===== src/verilog/wlr_defs.svh =====
`ifndef WLR_DEFS_SVH
`define WLR_DEFS_SVH

// Register addresses
`define WLR_ADDR_STAT1      8'h02
`define WLR_ADDR_STAT2      8'h03
`define WLR_ADDR_TEMP       8'h0E
`define WLR_ADDR_LOCK       8'h10

// Reset values
`define WLR_LOCK_RESET      8'h00
`define WLR_TEMP_RESET      8'h00

// Lock control field positions
`define WLR_BIT_INIT        7
`define WLR_BIT_RPTOFF      3
`define WLR_KEY_MASK        8'h03

// Status field positions
`define WLR_STAT1_SUP_BIT   0
`define WLR_STAT2_RW_BIT    5

// Reset key steps, value of key field [1:0]
`define WLR_KEY_STEP1       2'h0
`define WLR_KEY_STEP2       2'h3
`define WLR_KEY_STEP3       2'h2

// Check code
`define WLR_CRC_POLY        8'h07
`define WLR_CRC_INIT        8'hFF

// Response latency in clock cycles
`define WLR_RESP_LAT        1

`endif


===== src/verilog/wlr_pkg.sv =====
package wlr_pkg;

  typedef enum logic [2:0] {
    KEY_IDLE   = 3'b001,
    KEY_ARMED  = 3'b010,
    KEY_PRIMED = 3'b100
  } wlr_key_e;

  typedef logic [7:0] wlr_byte_t;

endpackage


===== src/verilog/wlr_chk_code.sv =====
`timescale 1ns/1ps
`include "wlr_defs.svh"

module wlr_chk_code
  import wlr_pkg::*;
#(
  parameter int BYTES = 2
) (
  // Image in
  input  wire logic [BYTES*8-1:0] image,
  // Code out
  output wlr_byte_t               code
);

  initial begin
    if (BYTES < 1) begin
      $error("wlr_chk_code needs at least one byte");
    end
  end

  function automatic wlr_byte_t crc_step(input wlr_byte_t crc, input wlr_byte_t data);
    wlr_byte_t c;
    c = crc ^ data;
    for (int i = 0; i < 8; i++) begin
      c = c[7] ? ((c << 1) ^ `WLR_CRC_POLY) : (c << 1);
    end
    return c;
  endfunction

  wlr_byte_t chain [BYTES+1];

  assign chain[0] = `WLR_CRC_INIT;

  genvar b;
  generate
    for (b = 0; b < BYTES; b++) begin : g_byte
      assign chain[b+1] = crc_step(chain[b], image[b*8 +: 8]);
    end
  endgenerate

  assign code = chain[BYTES];

endmodule


===== src/verilog/wlr_ctrl.sv =====
`timescale 1ns/1ps
`include "wlr_defs.svh"

module wlr_ctrl
  import wlr_pkg::*;
#(
  parameter int USER_BYTES = 1
) (
  // Clock and reset
  input  wire logic                    sys_clk,
  input  wire logic                    rst_n,
  // Register access
  input  wire logic                    regWrEn,
  input  wire logic                    regRdEn,
  input  wire logic [7:0]              regAddr,
  input  wire logic [7:0]              regWrData,
  // Response
  output logic                         respValid,
  output wlr_byte_t                    respData,
  output logic                         respErrCode,
  output logic                         respNoAck,
  // Other user registers
  output logic                         extWrEn,
  input  wire logic [USER_BYTES*8-1:0] userImage,
  // Temperature
  input  wire logic                    tempUpdate,
  input  wire logic [7:0]              tempValue,
  // Supply monitor
  input  wire logic                    spiMode,
  input  wire logic                    supFaultSet,
  input  wire logic                    supTimerZero,
  output logic                         supplyFault,
  output logic                         respHold,
  // Integrity
  output logic                         rwFault,
  // Self-test
  input  wire logic                    selfTestStart,
  input  wire logic                    selfTestDone,
  output logic                         selfTestActive,
  // Lock state
  output logic                         initDone,
  output logic                         reportOff,
  output logic                         softResetReq
);

  initial begin
    if (USER_BYTES < 1) begin
      $error("wlr_ctrl needs at least one user byte");
    end
  end

  wlr_byte_t lockReg;
  wlr_byte_t tempReg;
  wlr_byte_t storedCode;
  wlr_byte_t chkCode;
  wlr_byte_t rdMux;
  wlr_byte_t newLock;
  wlr_key_e  keyState;
  wlr_key_e  next_keyState;
  logic      codeValid;
  logic      fire;
  logic      coreRst;
  logic      taken;
  logic      wrLock;
  logic      rdStat1;
  logic      rdStat2;
  logic      errCodeDue;
  logic      errSend;
  logic      supClr;
  logic      mismatch;
  logic [1:0] keyWr;

  // Soft reset reuses the synchronous reset path one cycle after the fire
  assign coreRst    = !rst_n || softResetReq;
  assign taken      = regWrEn || regRdEn;
  assign wrLock     = regWrEn && !regRdEn && (regAddr == `WLR_ADDR_LOCK);
  assign rdStat1    = regRdEn && (regAddr == `WLR_ADDR_STAT1);
  assign rdStat2    = regRdEn && (regAddr == `WLR_ADDR_STAT2);
  assign keyWr      = regWrData[1:0];
  assign initDone   = lockReg[`WLR_BIT_INIT];
  assign reportOff  = lockReg[`WLR_BIT_RPTOFF];
  assign respHold   = supplyFault && !supTimerZero;
  assign errCodeDue = spiMode && !reportOff && supplyFault && supTimerZero;
  assign errSend    = taken && !respHold && !fire && errCodeDue;
  assign mismatch   = codeValid && (chkCode != storedCode);
  assign extWrEn    = regWrEn && !regRdEn && !initDone &&
                      (regAddr != `WLR_ADDR_LOCK) && (regAddr != `WLR_ADDR_TEMP);
  // Once locked only the key bits move
  assign newLock    = initDone ? {lockReg[7:2], keyWr} : regWrData;

  // Key sequence; a read always wins and aborts
  always_comb begin
    next_keyState = keyState;
    fire          = 1'b0;
    if (regRdEn) begin
      next_keyState = KEY_IDLE;
    end else if (regWrEn) begin
      if (regAddr != `WLR_ADDR_LOCK) begin
        next_keyState = KEY_IDLE;
      end else begin
        case (keyState)
          KEY_IDLE: begin
            next_keyState = (keyWr == `WLR_KEY_STEP1) ? KEY_ARMED : KEY_IDLE;
          end
          KEY_ARMED: begin
            if (keyWr == `WLR_KEY_STEP2) begin
              next_keyState = KEY_PRIMED;
            end else begin
              next_keyState = (keyWr == `WLR_KEY_STEP1) ? KEY_ARMED : KEY_IDLE;
            end
          end
          KEY_PRIMED: begin
            if (keyWr == `WLR_KEY_STEP3) begin
              fire          = 1'b1;
              next_keyState = KEY_IDLE;
            end else begin
              next_keyState = (keyWr == `WLR_KEY_STEP1) ? KEY_ARMED : KEY_IDLE;
            end
          end
          default: begin
            next_keyState = KEY_IDLE;
          end
        endcase
      end
    end
  end

  always_ff @(posedge sys_clk) begin
    if (coreRst) begin
      keyState <= KEY_IDLE;
    end else begin
      keyState <= next_keyState;
    end
  end

  always_ff @(posedge sys_clk) begin
    if (!rst_n) begin
      softResetReq <= 1'b0;
    end else begin
      softResetReq <= fire && !softResetReq;
    end
  end

  always_ff @(posedge sys_clk) begin
    if (coreRst) begin
      lockReg <= `WLR_LOCK_RESET;
    end else if (wrLock) begin
      lockReg <= newLock;
    end
  end

  always_ff @(posedge sys_clk) begin
    if (coreRst) begin
      tempReg <= `WLR_TEMP_RESET;
    end else if (tempUpdate) begin
      tempReg <= tempValue;
    end
  end

  always_comb begin
    rdMux = 8'h00;
    case (regAddr)
      `WLR_ADDR_TEMP:  rdMux = tempReg;
      `WLR_ADDR_LOCK:  rdMux = lockReg & ~`WLR_KEY_MASK;
      `WLR_ADDR_STAT1: rdMux[`WLR_STAT1_SUP_BIT] = supplyFault;
      `WLR_ADDR_STAT2: rdMux[`WLR_STAT2_RW_BIT] = rwFault;
      default:         rdMux = 8'h00;
    endcase
  end

  // Held or firing accesses get neither data nor acknowledge
  always_ff @(posedge sys_clk) begin
    if (coreRst) begin
      respValid   <= 1'b0;
      respNoAck   <= 1'b0;
      respErrCode <= 1'b0;
      respData    <= 8'h00;
    end else begin
      respValid   <= taken && !respHold && !fire;
      respNoAck   <= taken && (respHold || fire);
      respErrCode <= errSend;
      if (regRdEn) begin
        respData <= rdMux;
      end else if (wrLock) begin
        respData <= newLock;
      end else if (extWrEn) begin
        respData <= regWrData;
      end else begin
        respData <= 8'h00;
      end
    end
  end

  always_comb begin
    if (spiMode && reportOff) begin
      supClr = supTimerZero;
    end else if (spiMode) begin
      supClr = (rdStat1 && supTimerZero) || errSend;
    end else begin
      supClr = rdStat1;
    end
  end

  // New fault beats a clear in the same cycle
  always_ff @(posedge sys_clk) begin
    if (coreRst) begin
      supplyFault <= 1'b0;
    end else begin
      supplyFault <= supFaultSet || (supplyFault && !supClr);
    end
  end

  wlr_chk_code #(
    .BYTES (USER_BYTES + 1)
  ) u_chk (
    .image ({userImage, lockReg & ~`WLR_KEY_MASK}),
    .code  (chkCode)
  );

  // Reference taken once the image is frozen by the lock
  always_ff @(posedge sys_clk) begin
    if (coreRst) begin
      codeValid  <= 1'b0;
      storedCode <= 8'h00;
    end else if (initDone && !codeValid) begin
      codeValid  <= 1'b1;
      storedCode <= chkCode;
    end
  end

  always_ff @(posedge sys_clk) begin
    if (coreRst) begin
      rwFault <= 1'b0;
    end else begin
      rwFault <= mismatch || (rwFault && !rdStat2);
    end
  end

  always_ff @(posedge sys_clk) begin
    if (coreRst) begin
      selfTestActive <= 1'b0;
    end else begin
      selfTestActive <= !initDone &&
                        (selfTestStart || (selfTestActive && !selfTestDone));
    end
  end
endmodule


===== config.mk =====
export PLATFORM = sky130hd
export DESIGN_NAME = wlr_ctrl
export DESIGN_NICKNAME = d
export VERILOG_FILES = /design/src/verilog/wlr_pkg.sv /design/src/verilog/wlr_chk_code.sv /design/src/verilog/wlr_ctrl.sv
export VERILOG_INCLUDE_DIRS = /design/src /design/src/verilog
export SDC_FILE = /design/constraint.sdc
export NUM_CORES = 1
export LEC_CHECK = 0
export ABC_AREA = 1
export BUFFER_PORTS_ARGS = -buffer_cell sky130_fd_sc_hd__buf_2
export CAP_MARGIN = 5
export CORE_MARGIN = 1.5
export CORE_UTILIZATION = 50
export DETAILED_ROUTE_END_ITERATION = 8
export PLACE_DENSITY = 0.84
export SYNTH_ARGS = -nofsm -noshare
export SYNTH_HDL_FRONTEND = slang
export SYNTH_SLANG_ARGS = --single-unit

===== constraint.sdc =====
create_clock -name sys_clk -period 2.55 [get_ports sys_clk]
set_clock_uncertainty 0.1 [all_clocks]
set_input_delay 0.255 -clock sys_clk [delete_from_list [all_inputs] [get_ports sys_clk]]
set_output_delay 0.255 -clock sys_clk [all_outputs]
set_load 0.02 [all_outputs]

## After elaboration in Yosys (flattened, before gate mapping)

Index checks and enable logic that the tools add are counted.

| word-level totals | value |
|---|---|
| input bits | 42 |
| memories kept | 0 |
| bits in latches | 0 |
| memory bits (writable) | 0 |
| register bits | 43 |
| ROM bits | 0 |
| output and inout bits | 19 |

| operators by class | value |
|---|---|
| $add $sub $neg | 0 |
| magnitude comparators | 0 |
| reduce and logical (&&, ||, !) cells | 45 |
| equality and inequality tests | 12 |
| mux-type cells | 36 |
| shift operators | 0 |
| bitwise logic cells | 18 |
| div/mod/pow operators | 0 |
| multipliers | 0 |

Operators by type and width:

| cell | count |
|---|---|
| 3-bit two-way mux | 18 |
| 3-bit inverter | 16 |
| 8-bit two-way mux | 4 |
| 1-bit logical AND | 24 |
| 8-bit by 2-bit == test with 1-bit output, second input constant | 2 |
| 1-bit zero test | 12 |
| 3-bit one-hot mux with 3 select lines | 1 |
| 8-bit by 4-bit == test with 1-bit output, second input constant | 1 |
| 8-bit by 5-bit == test with 1-bit output, second input constant | 1 |
| 8-bit by 4-bit != test with 1-bit output, second input constant | 1 |
| 8-bit by 5-bit != test with 1-bit output, second input constant | 1 |
| 8-bit != test | 1 |
| 8-bit inverter | 1 |
| 4-bit one-hot mux with 2 select lines | 1 |
| 8-bit XOR | 1 |
| 1-bit logical OR | 7 |
| 1-bit two-way mux | 7 |
| 2-bit == test, second input constant | 2 |
| 2-bit two-way mux | 2 |
| 2-bit one-hot mux with 2 select lines | 1 |
| 3-bit by 1-bit == test with 1-bit output, second input constant | 1 |
| 3-bit by 2-bit == test with 1-bit output, second input constant | 1 |
| 3-bit == test, second input constant | 1 |
| 1-bit one-hot mux with 3 select lines | 1 |
| other kinds (3) | 3 |

## Longest topological paths before layout

| logic depth | value |
|---|---|
| depth in word-level cells | 37 |
| depth in mapped cells | 17 |
| depth with buffers taken out | 16 |

## Cells and area by module

From an unflattened synthesis, not the netlist that was laid out.

| second synthesis, totals | value |
|---|---|
| cell total of the unflattened synthesis | 402 |
| area, all modules | 2565.0 um2 |

Modules (own cells, without submodules):

| module | area an instance (um2) | cells each | sequential area each (um2) | instances |
|---|---|---|---|---|
| wlr_ctrl | 2047.0 | 296 | 820.8 | 1 |
| wlr_chk_code | 518.0 | 106 | 0.0 | 1 |

## Worst setup path after synthesis

No wires, ideal clock.

| path | value |
|---|---|
| path kind | reg2reg |
| start | reg lockReg[7] |
| end | reg rwFault |
| period minus slack after synthesis | 1796 ps |
| cell stages (with the launch flop) | 17 |
| setup time | 131 ps |
| required time | 2319 ps |
| setup slack | 754 ps |
| arrival time | 1565 ps |
| path buffers | 1 |
| path through | dfxtp_1 -> buf_4 -> nand2_1 -> inv_1 -> nor2_1 -> nand2_1 -> nand2_2 -> nand2_2 -> nand2_2 -> nand2_2 -> nand2_1 -> nand2_1 -> nand3_1 -> nor2_1 -> nand2_1 -> nand2_1 -> a21oi_2 |

| on the way | value |
|---|---|
| cells in the longest elaborated chain, start to end | 15 |
| elaborated cells on any way between the ends | 26 |
| those cells by class | eq/ne: 1; mux: 12; bitwise: 11; reduce/logical: 2 |

Ends and longest elaborated chain:

| element | RTL line | source |
|---|---|---|
| start: declaration | wlr_ctrl.sv:52 | `wlr_byte_t lockReg;` |
| start signal: assignment | wlr_ctrl.sv:146 | `` lockReg <= `WLR_LOCK_RESET; `` |
| start signal: assignment | wlr_ctrl.sv:148 | `lockReg <= newLock;` |
| 8-bit inverter (no source line) (*) | -- |  |
| 3-bit two-way mux (*) | wlr_chk_code.sv:25 | `` c = c[7] ? ((c << 1) ^ `WLR_CRC_POLY) : (c << 1); `` |
| 3-bit inverter (no source line) | -- |  |
| 3-bit two-way mux | wlr_chk_code.sv:25 |  |
| 3-bit inverter (no source line) | -- |  |
| 3-bit two-way mux | wlr_chk_code.sv:25 |  |
| 8-bit XOR (*) | wlr_chk_code.sv:23 | `c = crc ^ data;` |
| 3-bit two-way mux | wlr_chk_code.sv:25 |  |
| 3-bit inverter (no source line) | -- |  |
| 3-bit two-way mux | wlr_chk_code.sv:25 |  |
| 3-bit inverter (no source line) | -- |  |
| 3-bit two-way mux | wlr_chk_code.sv:25 |  |
| 8-bit != test (*) | wlr_ctrl.sv:85 | `assign mismatch = codeValid && (chkCode != storedCode);` |
| 1-bit logical AND (*) | wlr_ctrl.sv:85 |  |
| 1-bit logical OR (*) | wlr_ctrl.sv:235 | `rwFault <= mismatch \|\| (rwFault && !rdStat2);` |
| end signal: assignment | wlr_ctrl.sv:235 |  |
| end: declaration | wlr_ctrl.sv:35 | `output logic rwFault,` |

Mark *: on every way between the ends. The rest lies on a longest branch, timed or not.
A chain may end at the register's enable or synchronous reset.

## Final worst setup path

Same ends and word-level chain as after synthesis.

==> metrics.csv <==
stage,metric,value,unit
timing,Final Setup Violations,0,
floorplanning,die height,75.86,um
detailed_routing,Vias per Instance,5.061,
layout,"most common cell after layout, fill and taps aside",nand2_1,
cts,CTS resizes,0,
min_path,Tightest Hold Check Type,input port to flip-flop,
critical_path,WP data required,2.65,ns
global_route,largest net degree at the start of global routing,18,
cts,Clock Latency Late Sink,0.30,ns
detailed_routing,WL/cell,11.49,um
global_route,vias in the first global route,2590,
pwr,sw frac,0.2923,
floorplanning,IO Count,61,
timing,RSZ-0062 raised after global routing,no,
timing,final worst-path cycle share,0.8130,
timing,min Tclk post-route,2.073,ns
critical_path,critical path launch point type,flip-flop,
layout,register area,820.8,um2
critical_path,r2r worst-path depth,15,
detailed_routing,Iter 0 DRT Violations,227,
layout,most frequent cells in the layout,"158 x nand2_1, 64 x inv_1, 60 x buf_2, 41 x dfxtp_1, 35 x nand3_1",
global_route,gr ovfl total,0,
global_route,first-pass GRT wire length,10.74,mm
critical_path,largest stage delay on the critical path,0.55,ns
pwr,Sequential Power Share,0.502,
cts,CTS tree,done,
cts,CTS sink cnt,41,
min_path,Hold Startpoint,supFaultSet,
detailed_routing,Remaining DRCs,0,
layout,multi-input logic area,1508,um2
critical_path,cell mode on critical path,nand2_1,
pwr,power share of the combinational group,0.180,
synthesis,Syn Inst Count,443,
synthesis,Synth cell types,32,
layout,nets,550,
critical_path,worst-path fanout max,12,
detailed_routing,post-route ant nets,0,
synthesis,yosys warns,0,
global_route,Tot GR Track Use,0.2466,
synthesis,Synthesized Nets,489,
floorplanning,die width,75.86,um
layout,Antenna diodes,0,
pwr,worst vdd ir,301.5,uV
cts,# hold bufs at CTS,0,
floorplanning,row count,26,
timing,hold_ws,0.06223,ns
global_route,initial antenna violation count,0,
critical_path,critical path arrival,2.17,ns
pwr,Tot Pwr,1317,uW
detailed_routing,1st-pass router iterations,4,
synthesis,Mapped Avg Cell Area,5.991,um2
pwr,P_leak,0.001680,uW
timing,setup_tns,0,ns
timing,Rel. slew slack,0.6972,
cts,H-tree depth,2,
floorplanning,Core Footprint,5107,um2
synthesis,mapped cell area,2654,um2
floorplanning,die area,5754,um2
timing,final hold vios,0,
critical_path,"Slowest-stage cell, CP",dfxtp_1,
timing,max-slew violation count,0,
place,GP Congestion,0.9184,
detailed_routing,final wirelength,6.609,mm
min_path,hold-critical path depth,3,
critical_path,Worst R2R Start,lockReg[7],
cts,Max clock buf depth,2,
synthesis,register area share after synthesis,0.3093,
cts,"Clk pin slew, worst setup/hold paths",0.08,ns
critical_path,"Critical Path, Cell by Cell","inv_1, nand2_1, nand2_1, inv_1, nand2_1, nand2_1, nand2_1, nand3_1, nand3_1, nand2_1, nand2_1, nor2_1, nand2_1, nand2_1, a21oi_2",
critical_path,"reg-to-reg slack, setup",0.48,ns
timing,fmax,482.3,MHz
cts,Root Buffer,clkbuf_8,
critical_path,Crit. End Element,flip-flop,
place,DP Area,3019,um2
cts,post-CTS setup buffers,0,
synthesis,Yosys reg bits,41,
critical_path,kind of critical path,flip-flop to flip-flop,
job,max_cap viols,0,
pwr,Power Internal,931.8,uW
pwr,switching pwr,384.8,uW
layout,Final Instance Area,3102,um2
min_path,Hold EP,supplyFault,
timing,worst slew pin tran,0.4427,ns
pwr,clock network power share,0.317,
detailed_routing,DR vias,2910,
floorplanning,Initial Util,0.5196,
place,IO Port Bufs,60,
cts,CTS Buf Count,5,
critical_path,Reg-to-Reg End,rwFault,
layout,Filler cells,485,
outcome,status,"complete, no violations",
critical_path,Worst Setup SP,lockReg[7],
pwr,pwr dens,424.5,nW/um2
place,dpl hpwl,5.248,mm
layout,share of layout cells above drive strength 1,0.2059,
layout,Layout area overhead,16.88,%
worst max-delay path by stage:
stage               to  slack (ns)
3_5_place_dp   rwFault        0.52
2_1_floorplan  rwFault        0.75
4_1_cts        rwFault        0.51
5_1_grt        rwFault        0.24
3_3_place_gp   rwFault        0.58
6_report       rwFault        0.48
flip-flops by register name (all words and copies together), names as in the netlist:
signal and cells:
respData 8, storedCode 8, tempReg 8, lockReg 6, keyState 3, codeValid 1, respErrCode 1, respNoAck 1
respValid 1, rwFault 1, selfTestActive 1, softResetReq 1, supplyFault 1
worst max-delay path: cells and delay by family (launching register included):
kind	cells	cell delay (ns)
DFF	1	0.55
buffers and inverters	2	0.32
and+or+nand+nor	12	0.95
AOI/OAI and AO/OA	1	0.05
area by class of cell:
class	instances	share of cell area
tap	70	0.02824
clock buffer	6	0.02340
timing repair buffer	63	0.1041
clock inverter	2	0.003227
sequential	41	0.2646
multi-input combinational	319	0.4861
inverter	74	0.09036
metal layers:
metal | GRT usage | routed length [um]
met5 | 0 | 0
met4 | 0.1091 | 140
met3 | 0.06614 | 525
met2 | 0.4184 | 2957
met1 | 0.2911 | 2985
power by group through the flow:
stage | Combinational (uW) | Sequential, uW | Clock [uW]
finish | 238 | 662 | 417
global route | 267 | 663 | 452
floorplan | 147 | 686 | 0
global placement | 229 | 676 | 0
CTS | 236 | 662 | 427
detailed placement | 235 | 676 | 0
through the flow:
stage               worst slack, ns  utilization  instances
CTS                          0.5066       0.6073        575
detailed placement           0.5221       0.5911        567
floorplan                    0.7542            -        443
global placement             0.5849       0.5911        567
global route                 0.2407       0.6073        575
finish                       0.4767       0.6073        575
synthesized netlist by cell type, drive strengths merged:
library cell	instances	area share
nand2	176	0.27
a2111oi	1	0.0033
nor4	1	0.0024
a21oi	22	0.043
inv	74	0.11
o211ai	6	0.017
o22ai	6	0.014
nand3	35	0.066
nand4	1	0.0024
a211oi	2	0.0057
dfxtp	41	0.31
buf	2	0.0071
o32ai	1	0.0033
xor2	1	0.0033
ha	4	0.019
xnor2	1	0.0033
o21ai	18	0.034
nand3b	2	0.0057
clkbuf	7	0.0099
nor3	10	0.021
a22o	1	0.0033
nor2	26	0.042
a31oi	5	0.012
cell families after synthesis:
logic type	synth area share
flip-flops	0.3093
buffers and inverters	0.1226
AND/OR/NAND/NOR	0.4074
adder cells (fa/ha/maj)	0.01886
XOR/XNOR	0.006602
AO/OA/AOI/OAI	0.1353
(Power assumes the default switching activity.)
